## config.mk

```make
export PLATFORM = sky130hd
export DESIGN_NAME = pwmorl_top
export DESIGN_NICKNAME = d
export VERILOG_FILES = /design/src/shared/pwmorl_pkg.sv /design/src/logic/pwmorl_top.sv /design/src/logic/pwmorl_rise.sv /design/src/logic/pwmorl_shadow.sv
export SDC_FILE = /design/constraint.sdc
export NUM_CORES = 1
export LEC_CHECK = 0
export BUFFER_PORTS_ARGS = -buffer_cell sky130_fd_sc_hd__buf_2
export CAP_MARGIN = 25
export CORE_ASPECT_RATIO = 1.5
export CORE_UTILIZATION = 25
export CTS_CLUSTER_SIZE = 8
export DETAILED_ROUTE_END_ITERATION = 8
export GPL_TIMING_DRIVEN = 0
export SYNTH_ARGS = -nofsm -noshare
export SYNTH_HDL_FRONTEND = slang
export SYNTH_SLANG_ARGS = --single-unit
```

## constraint.sdc

```tcl
create_clock -name pclk -period 8.5 [get_ports pclk]
set_clock_uncertainty 0.05 [all_clocks]
set_input_delay 1.275 -clock pclk [delete_from_list [all_inputs] [get_ports pclk]]
set_output_delay 1.275 -clock pclk [all_outputs]
set_load 0.01 [all_outputs]
```

## src/shared/pwmorl_pkg.sv

```systemverilog
package pwmorl_pkg;

   // ************************************************************
   // Register map, byte addresses on the APB side
   // ************************************************************
   localparam logic [7:0] ADDR_WAVE_CTRL = 8'h00;
   localparam logic [7:0] ADDR_IRQ_EN = 8'h04;
   localparam logic [7:0] ADDR_IRQ_FLAG = 8'h08;
   localparam logic [7:0] ADDR_OFS_CFG = 8'h0c;
   localparam logic [7:0] ADDR_RELOAD_CFG = 8'h10;
   localparam logic [7:0] ADDR_CLK_SEL = 8'h14;
   localparam logic [7:0] ADDR_PHASE = 8'h18;
   localparam logic [7:0] ADDR_DUTY = 8'h1c;
   localparam logic [7:0] ADDR_PERIOD = 8'h20;
   localparam logic [7:0] ADDR_OFFSET = 8'h24;

   // ************************************************************
   // Field positions
   // ************************************************************
   localparam int CTRL_EN_BIT = 7;
   localparam int CTRL_OUT_BIT = 5;
   localparam int CTRL_POL_BIT = 4;
   localparam int CTRL_MODE_LSB = 2;
   localparam int OFS_MODE_LSB = 5;
   localparam int OFS_DIR_BIT = 4;
   localparam int OFS_SRC_LSB = 0;
   localparam int LD_ARM_BIT = 7;
   localparam int LD_TRIG_BIT = 6;
   localparam int LD_SRC_LSB = 0;
   localparam int CLK_SEL_LSB = 0;
   localparam int FLAG_OFS = 3;
   localparam int FLAG_PH = 2;
   localparam int FLAG_DC = 1;
   localparam int FLAG_PR = 0;

   // ************************************************************
   // Count slots in the shadow memory
   // ************************************************************
   localparam int CNT_PH = 0;
   localparam int CNT_DC = 1;
   localparam int CNT_PR = 2;
   localparam int CNT_OF = 3;

   // ************************************************************
   // Encodings and reset values
   // ************************************************************
   localparam logic [1:0] MODE_STD = 2'h0;
   localparam logic [1:0] MODE_SET = 2'h1;
   localparam logic [1:0] MODE_TOG = 2'h2;
   localparam logic [1:0] MODE_CTR = 2'h3;
   localparam logic [1:0] OFM_IND = 2'h0;
   localparam logic [1:0] OFM_SYNC = 2'h1;
   localparam logic [1:0] OFM_ONE = 2'h2;
   localparam logic [1:0] OFM_CONT = 2'h3;
   localparam logic [1:0] SRC_NONE = 2'h3;
   localparam logic [1:0] CS_SYS = 2'h0;
   localparam logic [15:0] TMR_RELOAD = 16'h0001;
   localparam logic [15:0] CNT_RESET = 16'h0000;
   localparam logic [7:0] REG_RESET = 8'h00;

   // Offset-mode timer states
   typedef enum logic [1:0] {
      ST_OFF = 2'b00,
      ST_WAIT = 2'b01,
      ST_RUN = 2'b10
   } pwmorl_st_e;

endpackage

```

## src/logic/pwmorl_top.sv

```systemverilog
// Functional notes
// - Continuous slave waits for first master match
// - Later master matches reload timer with one
// - Slave period event before match clears timer
// - Switch to independent keeps running offset
// - Center mode: direction bit picks match slope
// - Direction bit ignored outside center mode
// - Direction bit buffered, moves on armed load
// - Four counts and direction load together
// - Immediate reload at first period after arming
// - Triggered reload: peer event, then period
// - Completed transfer clears load-armed bit
// - Arming during period match waits next period
// - Timer halts in sleep on system clock
// - Match flags set on rising event edge
// - Enable bits gate flags onto interrupt request
// - Flags held clear while module disabled
// - Control: enable bit7, state bit5, polarity bit4
// - Waveform mode field decodes four modes
// - Unimplemented bits read as zero
// - Offset mode field decodes four modes
// - Trigger select picks peer load event
// - Independent: run while enabled, period clears
`timescale 1ns/1ps
module pwmorl_top import pwmorl_pkg::*; (
   // APB slave
   input wire logic pclk,
   input wire logic presetn,
   input wire logic [7:0] paddr,
   input wire logic psel,
   input wire logic penable,
   input wire logic pwrite,
   input wire logic [31:0] pwdata,
   output logic [31:0] prdata,
   output logic pready,
   output logic pslverr,
   // Events from peer modules, levels synchronous to pclk
   input wire logic [2:0] offset_match_in,
   input wire logic [2:0] load_trig_in,
   // Power state
   input wire logic sleep_in,
   // Waveform and events to peers and the processor
   output logic pwm_out,
   output logic offset_match_event,
   output logic load_event_out,
   output logic irq_req
);

   // ************************************************************
   // State
   // ************************************************************
   typedef struct packed {
      logic en; // Module enable
      logic active_low_sel; // Active-low output select
      logic [1:0] mode; // Waveform mode
      logic out; // Raw output state
      logic [3:0] irq_en; // Interrupt enables
      logic [3:0] flags; // Match flags
      logic [1:0] offset_mode_sel; // Offset mode select
      logic [1:0] ofs; // Master offset source
      logic load_armed; // Load armed
      logic load_on_trigger; // Load on trigger
      logic [1:0] load_trigger_sel; // Load trigger source
      logic [1:0] cs; // Clock source select
      logic arm_live; // Arming old enough to act on
      logic trig_seen; // Peer load trigger caught
      pwmorl_st_e st; // Timer run state
      logic [15:0] timer; // Wave timer
      logic count_up; // Direction in center mode
      logic [31:0] prdata; // Bus read data
      logic pready; // Bus ready
      logic pslverr; // Bus error
      logic pwm_out; // Pin level
      logic ofs_out; // Offset event to slaves
      logic ld_out; // Load event to peers
      logic irq; // Interrupt request
   } pwmorl_s;

   pwmorl_s q, d;

   // ************************************************************
   // Helper functions
   // ************************************************************
   // Pick one of three peer events; code three selects nothing
   function automatic logic pick3(input logic [2:0] v, input logic [1:0] s);
      pick3 = (s == SRC_NONE) ? 1'b0 : v[s];
   endfunction

   // Address compare, used by the read mux and the write decode
   function automatic logic at(input logic [7:0] a, input logic [7:0] off);
      at = (a == off);
   endfunction

   // ************************************************************
   // Submodules and combinational helpers
   // ************************************************************
   logic [3:0] cnt_we; // Count buffer writes
   logic dir_we; // Direction buffer write
   logic load_now; // Buffer transfer strobe
   logic [3:0][15:0] cnt_shadow; // Buffered counts
   logic [3:0][15:0] cnt_op; // Operating counts
   logic dir_shadow; // Buffered direction
   logic dir_op; // Operating direction
   logic [3:0] match_lv; // Match levels while running
   logic [3:0] match_rise; // Match rising edges
   logic [5:0] ext_rise; // Peer event rising edges
   logic bus_wr; // Write taken this edge
   logic setup; // Setup phase of a transfer
   logic hit; // Mapped address
   logic tick; // Timer may advance
   logic center; // Center-aligned mode
   logic m_per; // Timer at period
   logic m_dc; // Timer at duty
   logic m_ph; // Timer at phase
   logic m_of; // Offset match, slope qualified
   logic master_ev; // Selected master offset match
   logic peer_ld; // Selected peer load event
   logic per_ev; // Period event this cycle
   logic load_ok; // Armed transfer completes
   logic [15:0] ctr_hi; // Center-mode rising match value

   pwmorl_shadow u_shadow (
      .pclk(pclk),
      .presetn(presetn),
      .cnt_we(cnt_we),
      .cnt_wdata(pwdata[15:0]),
      .dir_we(dir_we),
      .dir_wdata(pwdata[OFS_DIR_BIT]),
      .load(load_now),
      .cnt_shadow(cnt_shadow),
      .dir_shadow(dir_shadow),
      .cnt_op(cnt_op),
      .dir_op(dir_op)
   );

   pwmorl_rise #(.W(4)) u_match_rise (
      .pclk(pclk),
      .presetn(presetn),
      .level(match_lv),
      .rise(match_rise)
   );

   pwmorl_rise #(.W(6)) u_ext_rise (
      .pclk(pclk),
      .presetn(presetn),
      .level({load_trig_in, offset_match_in}),
      .rise(ext_rise)
   );

   assign setup = psel && !penable;
   assign bus_wr = psel && penable && pwrite && q.pready;
   assign hit = at(paddr, ADDR_WAVE_CTRL) || at(paddr, ADDR_IRQ_EN) ||
      at(paddr, ADDR_IRQ_FLAG) || at(paddr, ADDR_OFS_CFG) ||
      at(paddr, ADDR_RELOAD_CFG) || at(paddr, ADDR_CLK_SEL) ||
      at(paddr, ADDR_PHASE) || at(paddr, ADDR_DUTY) ||
      at(paddr, ADDR_PERIOD) || at(paddr, ADDR_OFFSET);
   assign cnt_we[CNT_PH] = bus_wr && at(paddr, ADDR_PHASE);
   assign cnt_we[CNT_DC] = bus_wr && at(paddr, ADDR_DUTY);
   assign cnt_we[CNT_PR] = bus_wr && at(paddr, ADDR_PERIOD);
   assign cnt_we[CNT_OF] = bus_wr && at(paddr, ADDR_OFFSET);
   assign dir_we = bus_wr && at(paddr, ADDR_OFS_CFG);

   // System clock as source stops in sleep; oscillators keep going
   assign tick = !(sleep_in && q.cs == CS_SYS);
   assign center = (q.mode == MODE_CTR);
   assign m_per = (q.timer == cnt_op[CNT_PR]);
   assign m_dc = (q.timer == cnt_op[CNT_DC]);
   assign m_ph = (q.timer == cnt_op[CNT_PH]);
   // Clear bit fires on the rising slope, set on the falling one
   assign m_of = (q.timer == cnt_op[CNT_OF]) &&
      (!center || (q.count_up == !dir_op));
   assign ctr_hi = cnt_op[CNT_PR] - cnt_op[CNT_DC];
   assign match_lv = (q.st == ST_RUN) ? {m_of, m_ph, m_dc, m_per} : 4'h0;
   assign master_ev = pick3(ext_rise[2:0], q.ofs);
   assign peer_ld = pick3(ext_rise[5:3], q.load_trigger_sel);
   // Center mode takes its period event at the top of the count
   assign per_ev = (q.st == ST_RUN) && tick && m_per && (!center || q.count_up);
   // Arming must be a cycle old, so one set on the match cycle waits
   assign load_ok = per_ev && q.load_armed && q.arm_live &&
      (!q.load_on_trigger || q.trig_seen);
   // Idle module takes buffer writes straight through
   assign load_now = load_ok || !q.en;

   // ************************************************************
   // Next-state logic
   // ************************************************************
   always_comb begin
      d = q;

      // Bus answer: data latched in setup, ready in the access phase
      d.pready = setup;
      d.pslverr = setup && !hit;
      d.prdata = 32'h0000_0000;
      if (setup) begin
         if (at(paddr, ADDR_WAVE_CTRL)) begin
            // Unimplemented bits stay zero in every read below
            d.prdata[CTRL_EN_BIT] = q.en;
            d.prdata[CTRL_OUT_BIT] = q.out;
            d.prdata[CTRL_POL_BIT] = q.active_low_sel;
            d.prdata[CTRL_MODE_LSB +: 2] = q.mode;
         end else if (at(paddr, ADDR_IRQ_EN)) begin
            d.prdata[3:0] = q.irq_en;
         end else if (at(paddr, ADDR_IRQ_FLAG)) begin
            d.prdata[3:0] = q.flags;
         end else if (at(paddr, ADDR_OFS_CFG)) begin
            d.prdata[OFS_MODE_LSB +: 2] = q.offset_mode_sel;
            d.prdata[OFS_DIR_BIT] = dir_shadow;
            d.prdata[OFS_SRC_LSB +: 2] = q.ofs;
         end else if (at(paddr, ADDR_RELOAD_CFG)) begin
            d.prdata[LD_ARM_BIT] = q.load_armed;
            d.prdata[LD_TRIG_BIT] = q.load_on_trigger;
            d.prdata[LD_SRC_LSB +: 2] = q.load_trigger_sel;
         end else if (at(paddr, ADDR_CLK_SEL)) begin
            d.prdata[CLK_SEL_LSB +: 2] = q.cs;
         end else if (at(paddr, ADDR_PHASE)) begin
            d.prdata[15:0] = cnt_shadow[CNT_PH];
         end else if (at(paddr, ADDR_DUTY)) begin
            d.prdata[15:0] = cnt_shadow[CNT_DC];
         end else if (at(paddr, ADDR_PERIOD)) begin
            d.prdata[15:0] = cnt_shadow[CNT_PR];
         end else if (at(paddr, ADDR_OFFSET)) begin
            d.prdata[15:0] = cnt_shadow[CNT_OF];
         end else begin
            // Unmapped: zero data, error flagged
            d.prdata = 32'h0000_0000;
         end
      end

      // Register writes
      if (bus_wr) begin
         if (at(paddr, ADDR_WAVE_CTRL)) begin
            d.en = pwdata[CTRL_EN_BIT];
            d.active_low_sel = pwdata[CTRL_POL_BIT];
            d.mode = pwdata[CTRL_MODE_LSB +: 2];
         end
         if (at(paddr, ADDR_IRQ_EN)) begin
            d.irq_en = pwdata[3:0];
         end
         if (at(paddr, ADDR_OFS_CFG)) begin
            d.offset_mode_sel = pwdata[OFS_MODE_LSB +: 2];
            d.ofs = pwdata[OFS_SRC_LSB +: 2];
         end
         if (at(paddr, ADDR_RELOAD_CFG)) begin
            d.load_on_trigger = pwdata[LD_TRIG_BIT];
            d.load_trigger_sel = pwdata[LD_SRC_LSB +: 2];
         end
         if (at(paddr, ADDR_CLK_SEL)) begin
            d.cs = pwdata[CLK_SEL_LSB +: 2];
         end
      end

      // Reload arming; hardware clear first so a fresh write survives
      d.arm_live = q.load_armed;
      if (q.load_on_trigger && q.load_armed && peer_ld) begin
         d.trig_seen = 1'b1;
      end
      if (!q.load_armed) begin
         d.trig_seen = 1'b0;
      end
      if (load_ok) begin
         d.load_armed = 1'b0;
         d.arm_live = 1'b0;
         d.trig_seen = 1'b0;
      end
      if (bus_wr && at(paddr, ADDR_RELOAD_CFG)) begin
         d.load_armed = pwdata[LD_ARM_BIT];
         d.arm_live = 1'b0;
      end

      // Timer and offset-mode state machine
      if (!q.en) begin
         d.st = ST_OFF;
         d.timer = CNT_RESET;
         d.count_up = 1'b1;
      end else begin
         case (q.st)
            ST_OFF: begin
               // Slaves hold the timer until their master fires
               d.st = (q.offset_mode_sel == OFM_IND) ? ST_RUN : ST_WAIT;
            end
            ST_WAIT: begin
               if (q.offset_mode_sel == OFM_IND || master_ev) begin
                  d.st = ST_RUN;
               end
            end
            ST_RUN: begin
               if (!tick) begin
                  d.timer = q.timer;
               end else if (q.offset_mode_sel == OFM_CONT && master_ev) begin
                  d.timer = TMR_RELOAD;
                  d.count_up = 1'b1;
               end else if (center) begin
                  if (q.count_up && m_per) begin
                     d.count_up = 1'b0;
                     d.timer = (q.timer == CNT_RESET) ? q.timer : q.timer - 16'h0001;
                  end else if (!q.count_up && q.timer == CNT_RESET) begin
                     d.count_up = 1'b1;
                     d.timer = q.timer + 16'h0001;
                  end else begin
                     d.timer = q.count_up ? q.timer + 16'h0001 : q.timer - 16'h0001;
                  end
               end else if (m_per) begin
                  // Period clears the count; a mode change keeps phase
                  d.timer = CNT_RESET;
                  if (q.offset_mode_sel == OFM_ONE) begin
                     d.st = ST_WAIT;
                  end
               end else begin
                  d.timer = q.timer + 16'h0001;
               end
            end
            default: begin
               d.st = ST_OFF;
            end
         endcase
      end

      // Output state by waveform mode; duty match wins over a same-cycle phase match
      if (!q.en) begin
         d.out = 1'b0;
      end else if (q.st == ST_RUN && tick) begin
         case (q.mode)
            MODE_STD: begin
               if (m_dc) begin
                  d.out = 1'b0;
               end else if (m_ph) begin
                  d.out = 1'b1;
               end
            end
            MODE_SET: begin
               if (m_ph) begin
                  d.out = 1'b1;
               end
            end
            MODE_TOG: begin
               if (m_per) begin
                  d.out = !q.out;
               end
            end
            MODE_CTR: begin
               if (q.count_up && q.timer == ctr_hi) begin
                  d.out = 1'b1;
               end else if (!q.count_up && q.timer == ctr_hi + 16'h0001) begin
                  d.out = 1'b0;
               end
            end
            default: begin
               d.out = q.out;
            end
         endcase
      end
      // Software may drive the state only in set-on-match mode
      if (bus_wr && at(paddr, ADDR_WAVE_CTRL) && q.mode == MODE_SET) begin
         d.out = pwdata[CTRL_OUT_BIT];
      end

      // Flags: events win over a same-cycle software write
      if (bus_wr && at(paddr, ADDR_IRQ_FLAG)) begin
         d.flags = pwdata[3:0];
      end
      d.flags = d.flags | match_rise;
      if (!q.en) begin
         d.flags = 4'h0;
      end

      // Registered outputs
      d.irq = |(d.flags & q.irq_en);
      d.pwm_out = d.out ^ q.active_low_sel;
      d.ofs_out = match_rise[FLAG_OFS];
      d.ld_out = load_ok;
   end

   // State register
   always_ff @(posedge pclk or negedge presetn) begin
      if (!presetn) begin
         q <= '0;
      end else begin
         q <= d;
      end
   end

   assign prdata = q.prdata;
   assign pready = q.pready;
   assign pslverr = q.pslverr;
   assign pwm_out = q.pwm_out;
   assign offset_match_event = q.ofs_out;
   assign load_event_out = q.ld_out;
   assign irq_req = q.irq;

endmodule

```

## src/logic/pwmorl_rise.sv

```systemverilog
`timescale 1ns/1ps
module pwmorl_rise import pwmorl_pkg::*; #(
   parameter int W = 4
) (
   // Clock and reset
   input wire logic pclk,
   input wire logic presetn,
   // Level in, one-cycle pulse out
   input wire logic [W-1:0] level,
   output logic [W-1:0] rise
);

   // ************************************************************
   // State
   // ************************************************************
   typedef struct packed {
      logic [W-1:0] prev; // Level seen last cycle
   } pwmorl_rise_s;

   pwmorl_rise_s q, d;

   // Pulse only on a low-to-high step, so a held level counts once
   assign rise = level & ~q.prev;

   // Next state
   always_comb begin
      d = q;
      d.prev = level;
   end

   // State register
   always_ff @(posedge pclk or negedge presetn) begin
      if (!presetn) begin
         q <= '0;
      end else begin
         q <= d;
      end
   end

endmodule

```

## src/logic/pwmorl_shadow.sv

```systemverilog
`timescale 1ns/1ps
module pwmorl_shadow import pwmorl_pkg::*; (
   // Clock and reset
   input wire logic pclk,
   input wire logic presetn,
   // Software write side
   input wire logic [3:0] cnt_we,
   input wire logic [15:0] cnt_wdata,
   input wire logic dir_we,
   input wire logic dir_wdata,
   // Transfer strobe
   input wire logic load,
   // Buffered and operating values
   output logic [3:0][15:0] cnt_shadow,
   output logic dir_shadow,
   output logic [3:0][15:0] cnt_op,
   output logic dir_op
);

   // ************************************************************
   // State
   // ************************************************************
   typedef struct packed {
      logic [3:0][15:0] sh; // Software-facing buffers
      logic sh_dir; // Buffered offset direction
      logic [3:0][15:0] op; // Operating counts
      logic op_dir; // Operating offset direction
   } pwmorl_shadow_s;

   pwmorl_shadow_s q, d;

   assign cnt_shadow = q.sh;
   assign dir_shadow = q.sh_dir;
   assign cnt_op = q.op;
   assign dir_op = q.op_dir;

   // Writes land in buffers; one strobe moves all of them at once
   always_comb begin
      d = q;
      for (int i = 0; i < 4; i++) begin
         if (cnt_we[i]) begin
            d.sh[i] = cnt_wdata;
         end
      end
      if (dir_we) begin
         d.sh_dir = dir_wdata;
      end
      // Transfer uses the old buffer so a same-cycle write waits a load
      if (load) begin
         d.op = q.sh;
         d.op_dir = q.sh_dir;
      end
   end

   // State register
   always_ff @(posedge pclk or negedge presetn) begin
      if (!presetn) begin
         q <= '0;
      end else begin
         q <= d;
      end
   end

endmodule

```

After elaboration in Yosys (flattened, before gate mapping)
Index checks and enable logic that the tools add are counted.
Widths: inputs -> output; s select.

cells by class
  eq/ne operators = 37
  reductions and logical operators = 68
  mux-type cells = 76
  add/sub/neg operators = 4
  magnitude comparators = 2
  bitwise gates (word level) = 7

operators by type and width
  cell                   count
  $mux 16                17
  $eq 16x16->1           6
  $mux 17                3
  $add 16x1->16 const B  2
  $eq 8x5->1 const B     4
  $mux 32                1
  $logic_and 1x1->1      29
  $mux 2                 14
  $mux 4                 7
  $mux 12                2
  $mux 24                1
  $mux 1                 22
  $mux 19                1
  $ne 3x3->1 const B     6
  $eq 8x4->1 const B     2
  $eq 8x6->1 const B     2
  $logic_not 16->1       1
  $sub 16x1->16 const B  1
  $sub 16x16->16         1
  $eq 2x2->1 const B     7
  $logic_or 1x1->1       14
  $mux 14                1
  $reduce_and 2->1       5
  $logic_not 1->1        9
  other kinds (28)       36

storage, ports and cells
  register bits = 222
  output and inout bits = 38
  logic and storage cells = 230
  input port bits = 52

Logic depth before layout (Yosys ltp)
  depth in word-level cells = 19
  mapped depth = 15
  mapped depth without buffers = 15

Hierarchy
Synthesis repeated with hierarchy kept, for this count alone.

second synthesis, totals
  cells, all modules = 1,116
  area, all modules = 12,266.8 um2

by module, submodules not included
  module                       seq. area each (um2)  cells an instance  area each (um2)  instances
  pwmorl_top                   1,651.6               821                6,836.6          1
  pwmorl_shadow                3,253.1               275                5,042.3          1
  pwmorl_rise at u_ext_rise    150.1                 12                 232.7            1
  pwmorl_rise at u_match_rise  100.1                 8                  155.1            1

Worst setup path after synthesis
OpenSTA, ideal clock, no wires.

  kind = in2reg
  start = input paddr[1]
  end = register u_shadow.q (netlist bit u_shadow.cnt_shadow[21])
  arrival = 3.576 ns
  cell stages on the path = 7
  setup slack = 4.749 ns
  buffers on the path = 2
  data required time = 8.325 ns
  library setup time = 0.125 ns
  path through = or4_1 -> clkbuf_1 -> nor2_1 -> nand3_1 -> nor3_1 -> clkbuf_1 -> mux2_2

between the ends
  cells in the longest elaborated chain, start to end = 2

ends and longest elaborated chain
  item                    RTL line             text
  start: declaration      pwmorl_top.sv:29     input wire logic [7:0] paddr,
  $eq 8x5->1              pwmorl_top.sv:91     at = (a == off);
  $logic_and 1x1->1       pwmorl_top.sv:158    assign cnt_we[CNT_DC] = bus_wr && at(paddr, ADDR_DUTY);
  end signal: assignment  pwmorl_shadow.sv:58  q <= '0;
  end signal: assignment  pwmorl_shadow.sv:60  q <= d;
  end: declaration        pwmorl_shadow.sv:30  pwmorl_shadow_s q, d;

No other way between the ends.
A chain may end at the register's enable or synchronous reset.

==> impl_metrics.tcl <==
set metrics [dict create \
    synthTopCellsByCount "dfrtp_1 (206), mux2_2 (135), nand2_1 (67)" \
    ys_seq_area_share_pct 43.2 \
    cts-resized-gates 0 \
    status "complete, no violations" \
    tritoncts "done" \
    muxShareOfSynthArea_pct 14.0 \
    instances_no_fill 1846 \
    n_antenna_cell 0 \
    cp.required_ns 8.89 \
    slowest_delay_ns 0.47 \
    viasPerCell 5.14 \
    synth_edf_count 0 \
    critical_path.cell_chain "ha_1 -> fa_1 -> nand2b_1 -> a21oi_1 -> o211ai_1 -> a211oi_2 -> o2111ai_1 -> nor4_1 -> xnor2_1 -> or3_4 -> o31ai_2 -> nor3b_2" \
    whs_ns 0.397 \
    switching_share_pct 23.6 \
    vdd_drop_max_v 0.000137 \
    cp_slowest_cell "fa_1" \
    drt_pass1_iterations 7 \
    drt_iter0_markers 544 \
    wirelength_um 37300 \
    drv_slew 0 \
    cap_violations 0 \
    synth_top_cells_by_area "dfrtp_1 (43%), mux2_2 (13%), xor2_1 (4.0%)" \
    place_inst 1815 \
    synth_xor_xnor_area_share_pct 7.77 \
    pwr_density_cell_mw_per_mm2 156 \
    crit_buf_inv 0 \
    cp_max_fo 5 \
    synthFlopType "dfrtp_1" \
    pwr-share-comb_pct 6.6 \
    num_rows 97 \
    postRouteAntennaNets 0 \
    nFillCells 4823 \
    die_h_um 270 \
    leakagePower_nw 6.65 \
    io-pin-count 90 \
    cts_made_buffers 29 \
    root_buffer "clkbuf_16" \
    vias 9485 \
    gp_congestion 0.897 \
    synth_compound_area_share_pct 13.6 \
    tightest_slew_ns 1.08 \
    syn_inst 1147 \
    final_area_mm2 0.0138 \
    ys_warn_count 0 \
    yosys_register_bits 206 \
    grt-ovfl-total 0 \
    worst_skew_pair.late_latency_ns 0.57 \
    wl_per_cell_um 20.2 \
    arrival_ns 4.65 \
    cts_max_level 1 \
    cts_num_sinks 206 \
    hold_class "reg2reg" \
    antenna_found_initial 0 \
    final_nets 1323 \
    postCtsSetupBuffers 0 \
    synthesis.area_mm2 0.0119 \
    path_clk_slew_ns 0.05 \
    initial_core_util_pct 25.4 \
    port_buffers 55 \
    yosysMostFrequentCell "dfrtp_1" \
    synth_top_area_share_pct 43.2 \
    yosysTopAreaCell "dfrtp_1" \
    finalSetupViolCount 0 \
    async_flop_share_pct 100 \
    crit_family "compound AO/OA/AOI/OAI gates" \
    synth_fa_ha_area_share_pct 2.05 \
    startpoint_type "register" \
    power_frac_seq_pct 46.2 \
    grt_pass1_vias 9680 \
    ctsHoldBuffers 0 \
    finalSetupTns_ns 0 \
    ys_types 89 \
    synth_top_family_by_area "multiplexers" \
    postSynthAreaPerCell_um2 10.4 \
    end_kind "register" \
    min_period_over_period_pct 50.1 \
    finalHoldViolCount 0 \
    core_area_mm2 0.0470 \
    rsz0062_at_grt "no" \
    grt_pass1_wl_um 57400 \
    intPower_mw 1.64 \
    fmax_mhz 235 \
    crit_type "reg2reg" \
    placed_area_mm2 0.0131 \
    power.net_switching_mw 0.507 \
    drive_gt1_share_pct 24.2 \
    clockBufferDepth 3 \
    area_growth_pct 15.8 \
    drc 0 \
    relSlewSlack_pct 27.7 \
    track_usage_pct 15.3 \
    die-area_mm2 0.0487 \
    final.min_clock_period_ns 4.26 \
    grt_max_degree 110 \
    p_clk_share_pct 47.2 \
    finalPower_mw 2.15 \
    synthSimpleGateAreaFrac_pct 13.7 \
    dp_hpwl_um 29000 \
    die_w_um 180 \
]
[stage by stage]
stage / utilization [%] / setup slack, ns
after detailed placement: 27.8 / 3.84
final: 29.4 / 4.24
after global routing: 29.4 / 4.01
after floorplan: - / 4.75
after global placement: 27.7 / 2.59
after CTS: 29.4 / 4.28
[path summary, 6_finish.rpt]
| kind | startpoint | endpoint | slack (ns) | depth (start not counted) |
|---|---|---|---|---|
| hold reg to reg | u_match_rise.q[3] | offset_match_event | 0.40 | 1 |
| max in group asynchronous | presetn | q[56] | 6.64 | 2 |
| min in group asynchronous | presetn | prdata[13] | 0.67 | 1 |
| setup / recovery | u_shadow.cnt_op[16] | pwm_out | 4.24 | 12 |
| setup reg to reg | u_shadow.cnt_op[16] | pwm_out | 4.24 | 12 |
| hold / removal | u_match_rise.q[3] | offset_match_event | 0.40 | 1 |
[cell type report]
type                       count  area [µm²]  share of cell area, %
buffer                       103         554                   4.01
clock inverter                 1        20.0                  0.145
timing repair buffer          59         333                   2.41
clock buffer                  30         739                   5.35
inverter                      34         128                  0.923
sequential                   206        5150                   37.3
tap                          594         743                   5.37
multi-input combinational    819        6160                   44.5
[power groups by stage]
stage / clock (mW) / combinational, mW / sequential (mW)
final: 1.02 / 0.143 / 0.993
after global routing: 1.07 / 0.156 / 0.993
after CTS: 1.04 / 0.142 / 0.993
after detailed placement: 0 / 0.142 / 1.01
after global placement: 0 / 0.137 / 1.01
after floorplan: 0 / 0.0776 / 1.01
[layer usage]
metal	global-route usage [%]	part of all wire (%)
met1	15.4	36
met2	28.7	53
met3	1.57	3.6
met4	12.1	8.0
met5	0	0
[registers in the layout, summed over array words and instances, names as in the netlist]
| signal | flops |
|---|---|
| u_shadow.cnt_op | 64 |
| u_shadow.cnt_shadow | 64 |
| q | 44 |
| prdata | 16 |
| u_ext_rise.q | 6 |
| u_match_rise.q | 4 |
| irq_req | 1 |
| load_event_out | 1 |
| offset_match_event | 1 |
| pready | 1 |
| pslverr | 1 |
| pwm_out | 1 |
| u_shadow.dir_op | 1 |
| u_shadow.dir_shadow | 1 |
[logic make-up (layout without fill, tap and decap cells)]
logic type,Yosys count,in the layout
AO/OA/AOI/OAI,228,228
XOR/XNOR,99,99
adder cells (fa/ha/maj),19,19
buffers and inverters,137,227
flip-flops,206,206
multiplexers,150,150
other,1,16
AND/OR/NAND/NOR,307,307
[layout by cell type (no fill, tap or decap), types with 21 or more instances in the layout]
master,synthesis,final
a21oi_1,39,39
a221oi_1,21,21
buf_2,11,66
buf_4,41,43
clkbuf_1,45,45
clkbuf_16,0,29
dfrtp_1,206,206
inv_1,34,34
mux2_2,135,135
nand2_1,67,67
nor2_1,61,61
nor3_1,34,34
nor4_1,21,21
o21ai_0,57,57
xnor2_1,40,40
xor2_1,55,55
Note: power is estimated with default switching activity, not from simulation.
